**src/verilog/standstill_cfg.svh**
```systemverilog
`ifndef STANDSTILL_CFG_SVH
`define STANDSTILL_CFG_SVH

// ----------------------------------------------------------------
// Clock and timing
// ----------------------------------------------------------------
`define CLK_HZ          25000000
`define ACCEPT_MS       3000
`define HOLD_ERR_MS     5000
`define BLINK_MS        250
`define MEAS_TIMEOUT_MS 4000
`define POWERUP_CYC     3
`define HYST_PCT        10
`define PERIOD_W        28
`define TIMER_W         28

// ----------------------------------------------------------------
// Register map (byte addresses) and decode indices
// ----------------------------------------------------------------
`define ADDR_CTRL       8'h00
`define ADDR_STATUS     8'h04
`define ADDR_PERIOD     8'h08
`define REG_CTRL        2'h0
`define REG_STATUS      2'h1
`define REG_PERIOD      2'h2
`define REG_NONE        2'h3
`define CTRL_FORCE_OFF  0
`define CTRL_RESET      1'h0
`define RESP_OKAY       2'h0
`define RESP_SLVERR     2'h2

`endif

```
**src/verilog/standstill_pkg.sv**
```systemverilog
package standstill_pkg;

  typedef enum logic [2:0] {
    ST_POWERUP,
    ST_CFG_FLASH,
    ST_RUN,
    ST_UNCONF,
    ST_SYSERR
  } mon_state_t;

  // Order matches {groupSelectHi, groupSelectLo}
  typedef enum logic [1:0] {
    GRP_A,
    GRP_B,
    GRP_C,
    GRP_D
  } mode_group_t;

endpackage : standstill_pkg

```
**src/verilog/standstill_frequency_monitor.sv**
```systemverilog
`timescale 1ns/10ps
`include "standstill_cfg.svh"

// Summary of operation
// - In operation, measure sensor pulse frequency and compare with switch-selected limit.
// - Enable only while frequency is below the limit; withdraw it at or above.
// - Pass the enable to the safe outputs only as the restart lock permits.
// - Use switching hysteresis so a frequency near the limit does not chatter.
// - Reaction time follows the measured frequency, being based on pulse timing.
// - Any error drives all four safe outputs low.
// - Tens digit from one ten-position switch, units digit from the other.
// - Power-up with accept held flashes error light; accept if released within 3 s.
// - On timely release, store mode and limit settings and make them active.
// - Accept held over 5 s after flashing starts gives a system error.
// - Mode comes from the group inputs and, per group, inputs C and D.
// - Inputs B, C, D are frequency inputs or static configuration inputs per group.
// - Restart input acknowledges the lock in operation, sets lock type at capture.
// - Indicators follow inputs, group inputs and output pairs; error light dark normally.
// - Flash the power indicator in operation when switches differ from the stored setting.
// - Group inputs: 00 selects A, 01 B, 10 C, 11 D.
// - Switch setting 00 selects a 0.5 Hz limit instead of zero.
module standstill_frequency_monitor #(
  parameter int ACCEPT_CYC   = `ACCEPT_MS * (`CLK_HZ / 1000),
  parameter int HOLD_ERR_CYC = `HOLD_ERR_MS * (`CLK_HZ / 1000),
  parameter int BLINK_CYC    = `BLINK_MS * (`CLK_HZ / 1000),
  parameter int TIMEOUT_CYC  = `MEAS_TIMEOUT_MS * (`CLK_HZ / 1000),
  parameter int HYST_PCT     = `HYST_PCT
) (
  input  wire logic        clk,                // System clock, 25 MHz
  input  wire logic        rstn,               // Asynchronous power-up reset
  input  wire logic        speedInputA,        // Sensor input A
  input  wire logic        speedOrCfgInputB,   // Sensor or config input B
  input  wire logic        speedOrCfgInputC,   // Sensor or config input C
  input  wire logic        speedOrCfgInputD,   // Sensor or config input D
  input  wire logic        restartLockInput,   // Restart acknowledge / lock type
  input  wire logic        overrideInput,      // Bypass input, shown only
  input  wire logic        groupSelectHi,      // Mode group select, high bit
  input  wire logic        groupSelectLo,      // Mode group select, low bit
  input  wire logic        acceptButton,       // Accept button, high when pressed
  input  wire logic [3:0]  rotaryTens,         // Tens switch, BCD
  input  wire logic [3:0]  rotaryUnits,        // Units switch, BCD
  output logic             safeOutA,           // Safe output, direct
  output logic             safeOutB,           // Safe output, direct
  output logic             safeOutInvA,        // Safe output, inverted
  output logic             safeOutInvB,        // Safe output, inverted
  output logic             statusSignalOutA,   // High while not in operation: start-up, configuration, unconfigured or error
  output logic             statusSignalOutB,   // High while speed is below limit
  output logic             powerIndicator,     // Power light
  output logic             errorIndicator,     // Error light
  output logic [5:0]       inputIndicator,     // Lights for inputs A..override
  output logic [1:0]       groupIndicator,     // Lights for {hi, lo} group inputs
  output logic             directPairIndicator,// Light for direct output pair
  output logic             invPairIndicator,   // Light for inverted output pair
  input  wire logic [7:0]  s_axi_awaddr,       // AXI write address
  input  wire logic        s_axi_awvalid,      // AXI write address valid
  output logic             s_axi_awready,      // AXI write address ready
  input  wire logic [31:0] s_axi_wdata,        // AXI write data
  input  wire logic [3:0]  s_axi_wstrb,        // AXI write strobes
  input  wire logic        s_axi_wvalid,       // AXI write data valid
  output logic             s_axi_wready,       // AXI write data ready
  output logic [1:0]       s_axi_bresp,        // AXI write response
  output logic             s_axi_bvalid,       // AXI write response valid
  input  wire logic        s_axi_bready,       // AXI write response ready
  input  wire logic [7:0]  s_axi_araddr,       // AXI read address
  input  wire logic        s_axi_arvalid,      // AXI read address valid
  output logic             s_axi_arready,      // AXI read address ready
  output logic [31:0]      s_axi_rdata,        // AXI read data
  output logic [1:0]       s_axi_rresp,        // AXI read response
  output logic             s_axi_rvalid,       // AXI read data valid
  input  wire logic        s_axi_rready        // AXI read data ready
);

  localparam int         PW        = `PERIOD_W;
  localparam int         TW        = `TIMER_W;
  localparam logic [6:0] HYST      = 7'(HYST_PCT);
  localparam logic [6:0] PCT_FULL  = 7'h64;
  localparam logic [63:0] REF_SCALE = 64'hC8 * 64'(`CLK_HZ);

  // ----------------------------------------------------------------
  // Decode helpers
  // ----------------------------------------------------------------
  // True when CLK/p < (l2/2) * (100-pct)/100
  function automatic logic chanBelow(input logic [PW-1:0] p, input logic [7:0] l2,
                                     input logic [6:0] pct);
    logic [63:0] lhs;
    lhs = 64'(p) * 64'(l2) * 64'(PCT_FULL - pct);
    // A timed-out period means no pulses at all, so it is below any limit
    return lhs > REF_SCALE || p >= PW'(TIMEOUT_CYC);
  endfunction : chanBelow

  function automatic logic [3:0] chanMask(input standstill_pkg::mode_group_t g,
                                          input logic c, input logic d);
    logic [3:0] m;
    m = 4'h1;
    unique case (g)
      standstill_pkg::GRP_A: m = 4'hF;
      standstill_pkg::GRP_B: m = c ? 4'h1 : 4'h3;
      standstill_pkg::GRP_C: m = 4'h5;
      standstill_pkg::GRP_D: m = 4'h1;
    endcase
    return m;
  endfunction : chanMask

  function automatic logic [1:0] regIndex(input logic [7:0] a);
    logic [1:0] r;
    unique case (a)
      `ADDR_CTRL:   r = `REG_CTRL;
      `ADDR_STATUS: r = `REG_STATUS;
      `ADDR_PERIOD: r = `REG_PERIOD;
      default:      r = `REG_NONE;
    endcase
    return r;
  endfunction : regIndex

  // ----------------------------------------------------------------
  // Pin synchronisers
  // ----------------------------------------------------------------
  logic [16:0] syncA;
  logic [16:0] syncB;

  always_ff @(posedge clk or negedge rstn) begin
    if (!rstn) begin
      syncA <= '0;
      syncB <= '0;
    end else begin
      syncA <= {rotaryUnits, rotaryTens, groupSelectHi, groupSelectLo, acceptButton,
                overrideInput, restartLockInput, speedOrCfgInputD, speedOrCfgInputC,
                speedOrCfgInputB, speedInputA};
      syncB <= syncA;
    end
  end

  logic [3:0] pinSpeed;
  logic       pinLock;
  logic       pinButton;
  logic [1:0] pinGroup;
  logic [3:0] pinTens;
  logic [3:0] pinUnits;

  assign pinSpeed  = syncB[3:0];
  assign pinLock   = syncB[4];
  assign pinButton = syncB[6];
  assign pinGroup  = {syncB[8], syncB[7]};
  assign pinTens   = syncB[12:9];
  assign pinUnits  = syncB[16:13];

  // ----------------------------------------------------------------
  // Period meters
  // ----------------------------------------------------------------
  logic [PW-1:0] period [4];

  for (genvar i = 0; i < 4; i++) begin : gMeter
    pulse_period_meter #(
      .W           (PW),
      .TIMEOUT_CYC (TIMEOUT_CYC)
    ) uMeter (
      .clk    (clk),
      .rstn   (rstn),
      .level  (pinSpeed[i]),
      .period (period[i])
    );
  end

  // ----------------------------------------------------------------
  // Configuration, speed decision and outputs
  // ----------------------------------------------------------------
  standstill_pkg::mon_state_t  state;
  standstill_pkg::mon_state_t  next_state;
  standstill_pkg::mode_group_t cfgGroup;
  standstill_pkg::mode_group_t next_cfgGroup;
  logic [TW-1:0] timer;
  logic [TW-1:0] next_timer;
  logic [TW-1:0] blinkCnt;
  logic [TW-1:0] next_blinkCnt;
  logic          blink;
  logic          next_blink;
  logic          cfgValid;
  logic          next_cfgValid;
  logic          cfgC;
  logic          next_cfgC;
  logic          cfgD;
  logic          next_cfgD;
  logic          cfgManual;
  logic          next_cfgManual;
  logic [3:0]    cfgTens;
  logic [3:0]    next_cfgTens;
  logic [3:0]    cfgUnits;
  logic [3:0]    next_cfgUnits;
  logic          speedOk;
  logic          next_speedOk;
  logic          armed;
  logic          next_armed;
  logic          lockPrev;
  logic          next_lockPrev;
  logic          forceOff;
  logic          next_forceOff;
  logic [7:0]    limit2;
  logic [3:0]    mask;
  logic [3:0]    belowOn;
  logic [3:0]    belowOff;
  logic          staticOk;
  logic          legal;
  logic          running;
  logic          outputsOn;
  logic          mismatch;

  always_comb begin
    next_state     = state;
    next_timer     = timer;
    next_cfgValid  = cfgValid;
    next_cfgGroup  = cfgGroup;
    next_cfgC      = cfgC;
    next_cfgD      = cfgD;
    next_cfgManual = cfgManual;
    next_cfgTens   = cfgTens;
    next_cfgUnits  = cfgUnits;
    next_lockPrev  = pinLock;
    next_blinkCnt  = blinkCnt + TW'(1);
    next_blink     = blink;
    if (blinkCnt >= TW'(BLINK_CYC - 1)) begin
      next_blinkCnt = '0;
      next_blink    = !blink;
    end
    // Stored settings rule; live switches only drive the power light and the mismatch bit of the status register
    limit2 = 8'(cfgTens) * 8'h14 + 8'(cfgUnits) * 8'h02;
    if (limit2 == 8'h00) begin
      limit2 = 8'h01;
    end
    mask     = chanMask(cfgGroup, cfgC, cfgD);
    staticOk = (cfgGroup == standstill_pkg::GRP_C || cfgGroup == standstill_pkg::GRP_D)
               ? pinSpeed[1] : 1'h1;
    legal    = cfgTens <= 4'h9 && cfgUnits <= 4'h9 &&
               !(cfgGroup == standstill_pkg::GRP_B && cfgC && cfgD);
    for (int i = 0; i < 4; i++) begin
      belowOff[i] = chanBelow(period[i], limit2, 7'h00) || !mask[i];
      belowOn[i]  = chanBelow(period[i], limit2, HYST) || !mask[i];
    end
    unique case (state)
      standstill_pkg::ST_POWERUP: begin
        next_timer = timer + TW'(1);
        if (timer == TW'(`POWERUP_CYC)) begin
          next_timer = '0;
          if (pinButton) begin
            next_state = standstill_pkg::ST_CFG_FLASH;
          end else if (cfgValid) begin
            next_state = standstill_pkg::ST_RUN;
          end else begin
            next_state = standstill_pkg::ST_UNCONF;
          end
        end
      end
      standstill_pkg::ST_CFG_FLASH: begin
        next_timer = timer + TW'(1);
        if (!pinButton) begin
          if (timer < TW'(ACCEPT_CYC)) begin
            next_cfgValid  = 1'h1;
            next_cfgGroup  = standstill_pkg::mode_group_t'(pinGroup);
            next_cfgC      = pinSpeed[2];
            next_cfgD      = pinSpeed[3];
            next_cfgManual = pinLock;
            next_cfgTens   = pinTens;
            next_cfgUnits  = pinUnits;
            next_state     = standstill_pkg::ST_RUN;
          end else begin
            next_state = standstill_pkg::ST_UNCONF;
          end
        end else if (timer >= TW'(HOLD_ERR_CYC)) begin
          next_state = standstill_pkg::ST_SYSERR;
        end
      end
      standstill_pkg::ST_RUN: begin
        if (!legal) begin
          next_state = standstill_pkg::ST_SYSERR;
        end
      end
      standstill_pkg::ST_UNCONF: begin
      end
      standstill_pkg::ST_SYSERR: begin
      end
    endcase
    running = state == standstill_pkg::ST_RUN;
    // Withdraw at the limit, return only below limit less the margin
    if (speedOk) begin
      next_speedOk = &belowOff;
    end else begin
      next_speedOk = &belowOn;
    end
    next_speedOk = next_speedOk && running;
    next_armed   = armed;
    if (!speedOk) begin
      next_armed = 1'h0;
    end else if (!cfgManual || (lockPrev && !pinLock)) begin
      next_armed = 1'h1;
    end
    outputsOn = speedOk && armed && staticOk && running && !forceOff;
    mismatch  = {pinTens, pinUnits} != {cfgTens, cfgUnits};
  end

  always_ff @(posedge clk or negedge rstn) begin
    if (!rstn) begin
      state     <= standstill_pkg::ST_POWERUP;
      timer     <= '0;
      blinkCnt  <= '0;
      blink     <= 1'h0;
      cfgValid  <= 1'h0;
      cfgGroup  <= standstill_pkg::GRP_A;
      cfgC      <= 1'h0;
      cfgD      <= 1'h0;
      cfgManual <= 1'h0;
      cfgTens   <= 4'h0;
      cfgUnits  <= 4'h0;
      speedOk   <= 1'h0;
      armed     <= 1'h0;
      lockPrev  <= 1'h0;
    end else begin
      state     <= next_state;
      timer     <= next_timer;
      blinkCnt  <= next_blinkCnt;
      blink     <= next_blink;
      cfgValid  <= next_cfgValid;
      cfgGroup  <= next_cfgGroup;
      cfgC      <= next_cfgC;
      cfgD      <= next_cfgD;
      cfgManual <= next_cfgManual;
      cfgTens   <= next_cfgTens;
      cfgUnits  <= next_cfgUnits;
      speedOk   <= next_speedOk;
      armed     <= next_armed;
      lockPrev  <= next_lockPrev;
    end
  end

  // Error state forces every safe output low, inverted ones included
  always_ff @(posedge clk or negedge rstn) begin
    if (!rstn) begin
      safeOutA            <= 1'h0;
      safeOutB            <= 1'h0;
      safeOutInvA         <= 1'h0;
      safeOutInvB         <= 1'h0;
      statusSignalOutA    <= 1'h0;
      statusSignalOutB    <= 1'h0;
      powerIndicator      <= 1'h0;
      errorIndicator      <= 1'h0;
      inputIndicator      <= 6'h00;
      groupIndicator      <= 2'h0;
      directPairIndicator <= 1'h0;
      invPairIndicator    <= 1'h0;
    end else begin
      safeOutA            <= outputsOn;
      safeOutB            <= outputsOn;
      safeOutInvA         <= running && !outputsOn;
      safeOutInvB         <= running && !outputsOn;
      statusSignalOutA    <= !running;
      statusSignalOutB    <= speedOk;
      powerIndicator      <= running && mismatch ? blink : 1'h1;
      errorIndicator      <= state == standstill_pkg::ST_CFG_FLASH ? blink
                             : !running && state != standstill_pkg::ST_POWERUP;
      inputIndicator      <= syncB[5:0];
      groupIndicator      <= pinGroup;
      directPairIndicator <= outputsOn;
      invPairIndicator    <= running && !outputsOn;
    end
  end

  // ----------------------------------------------------------------
  // AXI4-Lite register slave
  // ----------------------------------------------------------------
  logic        awFull;
  logic        next_awFull;
  logic [7:0]  awAddr;
  logic [7:0]  next_awAddr;
  logic        wFull;
  logic        next_wFull;
  logic        wBit;
  logic        next_wBit;
  logic        wLane0;
  logic        next_wLane0;
  logic        next_awReady;
  logic        next_wReady;
  logic        next_bValid;
  logic [1:0]  next_bResp;
  logic        next_arReady;
  logic        next_rValid;
  logic [31:0] next_rData;
  logic [1:0]  next_rResp;

  always_comb begin
    next_awFull   = awFull;
    next_awAddr   = awAddr;
    next_wFull    = wFull;
    next_wBit     = wBit;
    next_wLane0   = wLane0;
    next_bValid   = s_axi_bvalid && !s_axi_bready;
    next_bResp    = s_axi_bresp;
    next_forceOff = forceOff;
    next_rValid   = s_axi_rvalid && !s_axi_rready;
    next_rData    = s_axi_rdata;
    next_rResp    = s_axi_rresp;
    if (s_axi_awvalid && s_axi_awready) begin
      next_awFull = 1'h1;
      next_awAddr = s_axi_awaddr;
    end
    if (s_axi_wvalid && s_axi_wready) begin
      next_wFull  = 1'h1;
      next_wBit   = s_axi_wdata[`CTRL_FORCE_OFF];
      next_wLane0 = s_axi_wstrb[0];
    end
    // Commit only when both halves are held and no response is pending
    if (awFull && wFull && !s_axi_bvalid) begin
      next_awFull = 1'h0;
      next_wFull  = 1'h0;
      next_bValid = 1'h1;
      next_bResp  = `RESP_OKAY;
      unique case (regIndex(awAddr))
        `REG_CTRL:   next_forceOff = wLane0 ? wBit : forceOff;
        `REG_STATUS: next_bResp = `RESP_OKAY;
        `REG_PERIOD: next_bResp = `RESP_OKAY;
        `REG_NONE:   next_bResp = `RESP_SLVERR;
      endcase
    end
    if (s_axi_arvalid && s_axi_arready) begin
      next_rValid = 1'h1;
      next_rResp  = `RESP_OKAY;
      unique case (regIndex(s_axi_araddr))
        `REG_CTRL:   next_rData = {31'h0, forceOff};
        `REG_STATUS: next_rData = {15'h0, cfgUnits, cfgTens, mismatch, outputsOn,
                                   speedOk, cfgManual, cfgGroup, state};
        `REG_PERIOD: next_rData = 32'(period[0]);
        `REG_NONE: begin
          next_rData = 32'h0;
          next_rResp = `RESP_SLVERR;
        end
      endcase
    end
    next_awReady = !next_awFull;
    next_wReady  = !next_wFull;
    next_arReady = !next_rValid;
  end

  always_ff @(posedge clk or negedge rstn) begin
    if (!rstn) begin
      awFull        <= 1'h0;
      awAddr        <= 8'h00;
      wFull         <= 1'h0;
      wBit          <= 1'h0;
      wLane0        <= 1'h0;
      forceOff      <= `CTRL_RESET;
      s_axi_awready <= 1'h1;
      s_axi_wready  <= 1'h1;
      s_axi_bvalid  <= 1'h0;
      s_axi_bresp   <= 2'h0;
      s_axi_arready <= 1'h1;
      s_axi_rvalid  <= 1'h0;
      s_axi_rdata   <= 32'h0;
      s_axi_rresp   <= 2'h0;
    end else begin
      awFull        <= next_awFull;
      awAddr        <= next_awAddr;
      wFull         <= next_wFull;
      wBit          <= next_wBit;
      wLane0        <= next_wLane0;
      forceOff      <= next_forceOff;
      s_axi_awready <= next_awReady;
      s_axi_wready  <= next_wReady;
      s_axi_bvalid  <= next_bValid;
      s_axi_bresp   <= next_bResp;
      s_axi_arready <= next_arReady;
      s_axi_rvalid  <= next_rValid;
      s_axi_rdata   <= next_rData;
      s_axi_rresp   <= next_rResp;
    end
  end

endmodule : standstill_frequency_monitor

```
**src/verilog/pulse_period_meter.sv**
```systemverilog
`timescale 1ns/10ps
`include "standstill_cfg.svh"

module pulse_period_meter #(
  parameter int W           = `PERIOD_W,
  parameter int TIMEOUT_CYC = 100
) (
  input  wire logic         clk,    // System clock
  input  wire logic         rstn,   // Asynchronous reset, active low
  input  wire logic         level,  // Synchronised sensor level
  output logic     [W-1:0]  period  // Cycles per pulse, TIMEOUT_CYC means standstill
);

  logic         prevLevel;
  logic         next_prevLevel;
  logic [W-1:0] count;
  logic [W-1:0] next_count;
  logic [W-1:0] held;
  logic [W-1:0] next_held;

  always_comb begin
    next_prevLevel = level;
    next_count     = count;
    next_held      = held;
    if (level && !prevLevel) begin
      next_held  = count;
      next_count = W'(1);
    end else if (count < W'(TIMEOUT_CYC)) begin
      next_count = count + W'(1);
    end else begin
      next_held = W'(TIMEOUT_CYC);
    end
    // A slowing input is seen before its next edge arrives
    period = (count > held) ? count : held;
  end

  always_ff @(posedge clk or negedge rstn) begin
    if (!rstn) begin
      prevLevel <= 1'h0;
      count     <= '0;
      held      <= W'(TIMEOUT_CYC);
    end else begin
      prevLevel <= next_prevLevel;
      count     <= next_count;
      held      <= next_held;
    end
  end

endmodule : pulse_period_meter

```
**config.mk**
```make
export PLATFORM = sky130hd
export DESIGN_NAME = standstill_frequency_monitor
export DESIGN_NICKNAME = d
export VERILOG_FILES = /design/src/verilog/standstill_pkg.sv /design/src/verilog/standstill_frequency_monitor.sv /design/src/verilog/pulse_period_meter.sv
export VERILOG_INCLUDE_DIRS = /design/src /design/src/verilog
export SDC_FILE = /design/constraint.sdc
export NUM_CORES = 2
export LEC_CHECK = 0
export BUFFER_PORTS_ARGS = -buffer_cell sky130_fd_sc_hd__buf_2
export CAP_MARGIN = 20
export CORE_MARGIN = 2
export CORE_UTILIZATION = 40
export DETAILED_ROUTE_END_ITERATION = 6
export PLACE_DENSITY = 0.56
export SKIP_CTS_REPAIR_TIMING = 1
export SLEW_MARGIN = 10
export SYNTH_ARGS = -nofsm -noshare
export SYNTH_HDL_FRONTEND = slang
export SYNTH_SLANG_ARGS = --single-unit
export TNS_END_PERCENT = 100
```
**constraint.sdc**
```tcl
create_clock -name clk -period 14.1 [get_ports clk]
set_input_delay 0 -clock clk [delete_from_list [all_inputs] [get_ports clk]]
set_output_delay 0 -clock clk [all_outputs]
set_load 0.05 [all_outputs]
```
==> summary.md <==
| Metric | Value |
|---|---|
| Run status | finished, violations left |
| Failing checks | design-rule violations, negative hold slack |
| CP Launch Type | flop |
| Die W | about 460 um |
| 1st-iter DRT viols | ~3500 |
| Hpwl dp | 168 mm |
| WL/cell | between 15 and 20 um |
| Final #Nets | 12000 |
| Most common cell in the netlist | inv_1 |
| RSZ-0062 raised after global routing | no |
| Worst Hold Class | input pin to flop |
| Via density | 5.28 |
| First-pass GRT wire length | ~350 mm |
| Crit path DAT | 13.77 ns |
| Max incr delay on CP | about 0.70 ns |
| Synth area leaders | fa_1 23%, ha_1 17%, dfrtp_1 10% |
| Vias in the first global route | 69100 |
| Initial antenna violation count | 2 |
| Ant. Diodes | 0 |
| Clock buffer depth | 3 |
| Rows | 167 |
| Drt pass-1 iters | 7 |
| Synth area leader | fa_1 |
| Full die area | about 210000 um^2 |
| CP max stage cell | fa_1 |
| Die H | approximately 460 um |
| Clock sinks | about 400 |
| FFs w/ async S/R, synth | 1.00 |
| Syn Std Cell Area | 82900 um^2 |
| Largest net degree at the start of global routing | 126 |
| Grt total ovfl | 0 |
| Largest family of logic cells by synthesized area | adder cells |
| R2R setup slack | approximately 0.9 ns |
| Synth top area share | 0.231 |
| CP bufs+invs | 5 |
| Ports | 135 |
| Post-synth EDFFs | 0 |
| PnR worst setup slack | between 0.8 and 0.9 ns |
| Worst Path Max Fanout | 50 |
| Crit path kind | flop to flop |
| Max Cap Violations | 0 |
| Period utilization | 0.936 |
| Via Count | roughly 66000 |
| Post-Synth Adder-Cell Area | 0.405 |
| Initial Utilization | 0.401 |
| Htree depth | 2 |
| Fillers | roughly 21000 |
| F_max | 0.0757 GHz |
| Syn Inst Count | 9797 |
| Core ar. | 207000 um^2 |
| Footprint of the multi-input gates | 65600 um^2 |
| Root Buffer | clkbuf_16 |
| Compound-Gate Fraction of Synth Area | 0.138 |
| Final Hold Vio Count | 1 |
| Clock buffer count from CTS | 49 |
| Synth cell types | 105 |
| Insertion delay to the later sink of the worst-skew pair | between 0.6 and 0.7 ns |
| Pre-CTS WS | between 0.4 and 0.5 ns |
| Mean Syn Cell Area | 8.47 um^2 |
| Port Buffers | 94 |
| GRT Util Overall | 0.195 |
| Mux cell area share after synthesis | 0.0215 |
| Top FF cell, synth | dfrtp_1 |
| Yosys Warn Count | 0 |
| Synthesis-stage register bit count | 396 |
| CTS tree | yes |
| Most instantiated cells after synthesis | 1743 x inv_1, 1155 x ha_1, 978 x nor2_1, 957 x fa_1, 562 x nand2_1 |
| Post-layout minimum cycle time | 13.20 ns |
| Worst slew margin | 0.275 |
| Worst clock skew | roughly 0.038 ns |
| # DRC | 1 |
| Share of layout cells above drive strength 1 | 0.0537 |
| Register Area | 9980 um^2 |
| CP Capture Type | flop |
| Antenna Nets Post-Route | 0 |
| Detailed Route WL | 204 mm |
| Worst-path clk slew | 0.06 ns |
| Xor-xnor portion of the synthesized cell area | 0.0645 |
| Post-Synth Simple-Gate Area | 0.158 |
| Slew @ Worst Pin | 1.09 ns |
| Area growth from synthesis to layout | 7.72% |
| Setup violators final | 0 |
| Delay-heaviest family, CP | adder cells |
| Hold Slack | -0.0146 ns |
| Final GP Congestion | 0.873 |
| Seq/Total Area, Yosys | 0.120 |
| Required time at the endpoint of the critical path | 14.67 ns |
| Max Slew Vio Count | 0 |
## worst reg2reg max path, delay by kind of cell, from the launching register on
family | cells | cell delay [ns]
flip-flops | 1 | 0.47
adder cells (fa/ha/maj) | 12 | 5.21
XOR/XNOR | 2 | 1.01
AND/OR/NAND/NOR | 9 | 1.84
AO/OA/AOI/OAI | 17 | 4.00
buffers and inverters | 5 | 0.56
## placed cells by master, fill, tap and decap left out, drive strengths merged, types with 229 or more instances in the layout
master / instances
nand2: 562
nor2: 978
fa: 957
xnor2: 363
a21oi: 499
inv: 1750
xor2: 248
ha: 1155
nor2b: 229
o21ai: 342
dfrtp: 345
## flip-flops by register name (all words and copies together) (netlist names), 2 cells and up
| signal | cells |
|---|---|
| syncA | 17 |
| inputIndicator | 6 |
| state | 3 |
| gMeter.uMeter.held | 112 |
| syncB | 17 |
| awAddr | 8 |
| gMeter.uMeter.count | 112 |
| groupIndicator | 2 |
| s_axi_rdata | 28 |
| cfgUnits | 4 |
| blinkCnt | 28 |
| cfgGroup | 2 |
| timer | 28 |
| cfgTens | 4 |
## cell type report
type | count | area share
clock inverters | 20 | 0.00357
inverters | 1745 | 0.0733
multi-input cells | 7384 | 0.734
well taps | 2704 | 0.0379
repair buffers | 277 | 0.0236
clock buffers | 71 | 0.0157
flip-flops and latches | 396 | 0.112
## routing by layer
layer  share of wire  up-vias  global-route usage
met5        0.000064        -                   0
met4           0.019        2              0.0395
met3           0.026      186              0.0142
met2            0.50      895               0.353
met1            0.45    32900               0.254
li1                -    32400                   -
## stage by stage
step | utilization | area [um^2] | std cells | setup TNS [ns] | hold slack (ns)
final | 0.432 | 89300 | 12600 | 0 | -0.0146
after global routing | 0.432 | 89300 | 12600 | 0 | -0.00180
after CTS | 0.429 | 88600 | 12500 | 0 | -0.691
after detailed placement | 0.421 | 86900 | 12400 | 0 | 0.0504
after global placement | 0.420 | 86900 | 12400 | -0.423 | 0.0467
after floorplan | - | 83000 | 9807 | 0 | -0.296
## worst paths after layout
check | startpoint | endpoint | depth (start not counted)
min | s_axi_awvalid | s_axi_awready | 3
min in group asynchronous | rstn | gMeter[0].uMeter.held[23] | 3
max in group asynchronous | rstn | gMeter[1].uMeter.held[2] | 6
max | cfgTens[1] | speedOk | 45
min reg2reg | syncA[1] | syncB[1] | 0
max reg2reg | cfgTens[1] | speedOk | 45
## cell families after synthesis
family | Yosys count
buffers and inverters | 2027
AO/OA/AOI/OAI | 1758
multiplexers | 171
adder cells (fa/ha/maj) | 2112
other | 1
AND/OR/NAND/NOR | 2721
XOR/XNOR | 611
flip-flops | 396
Power is not shown: default switching activity piles up to over one toggle a cycle in this logic, so the estimate is an artifact.
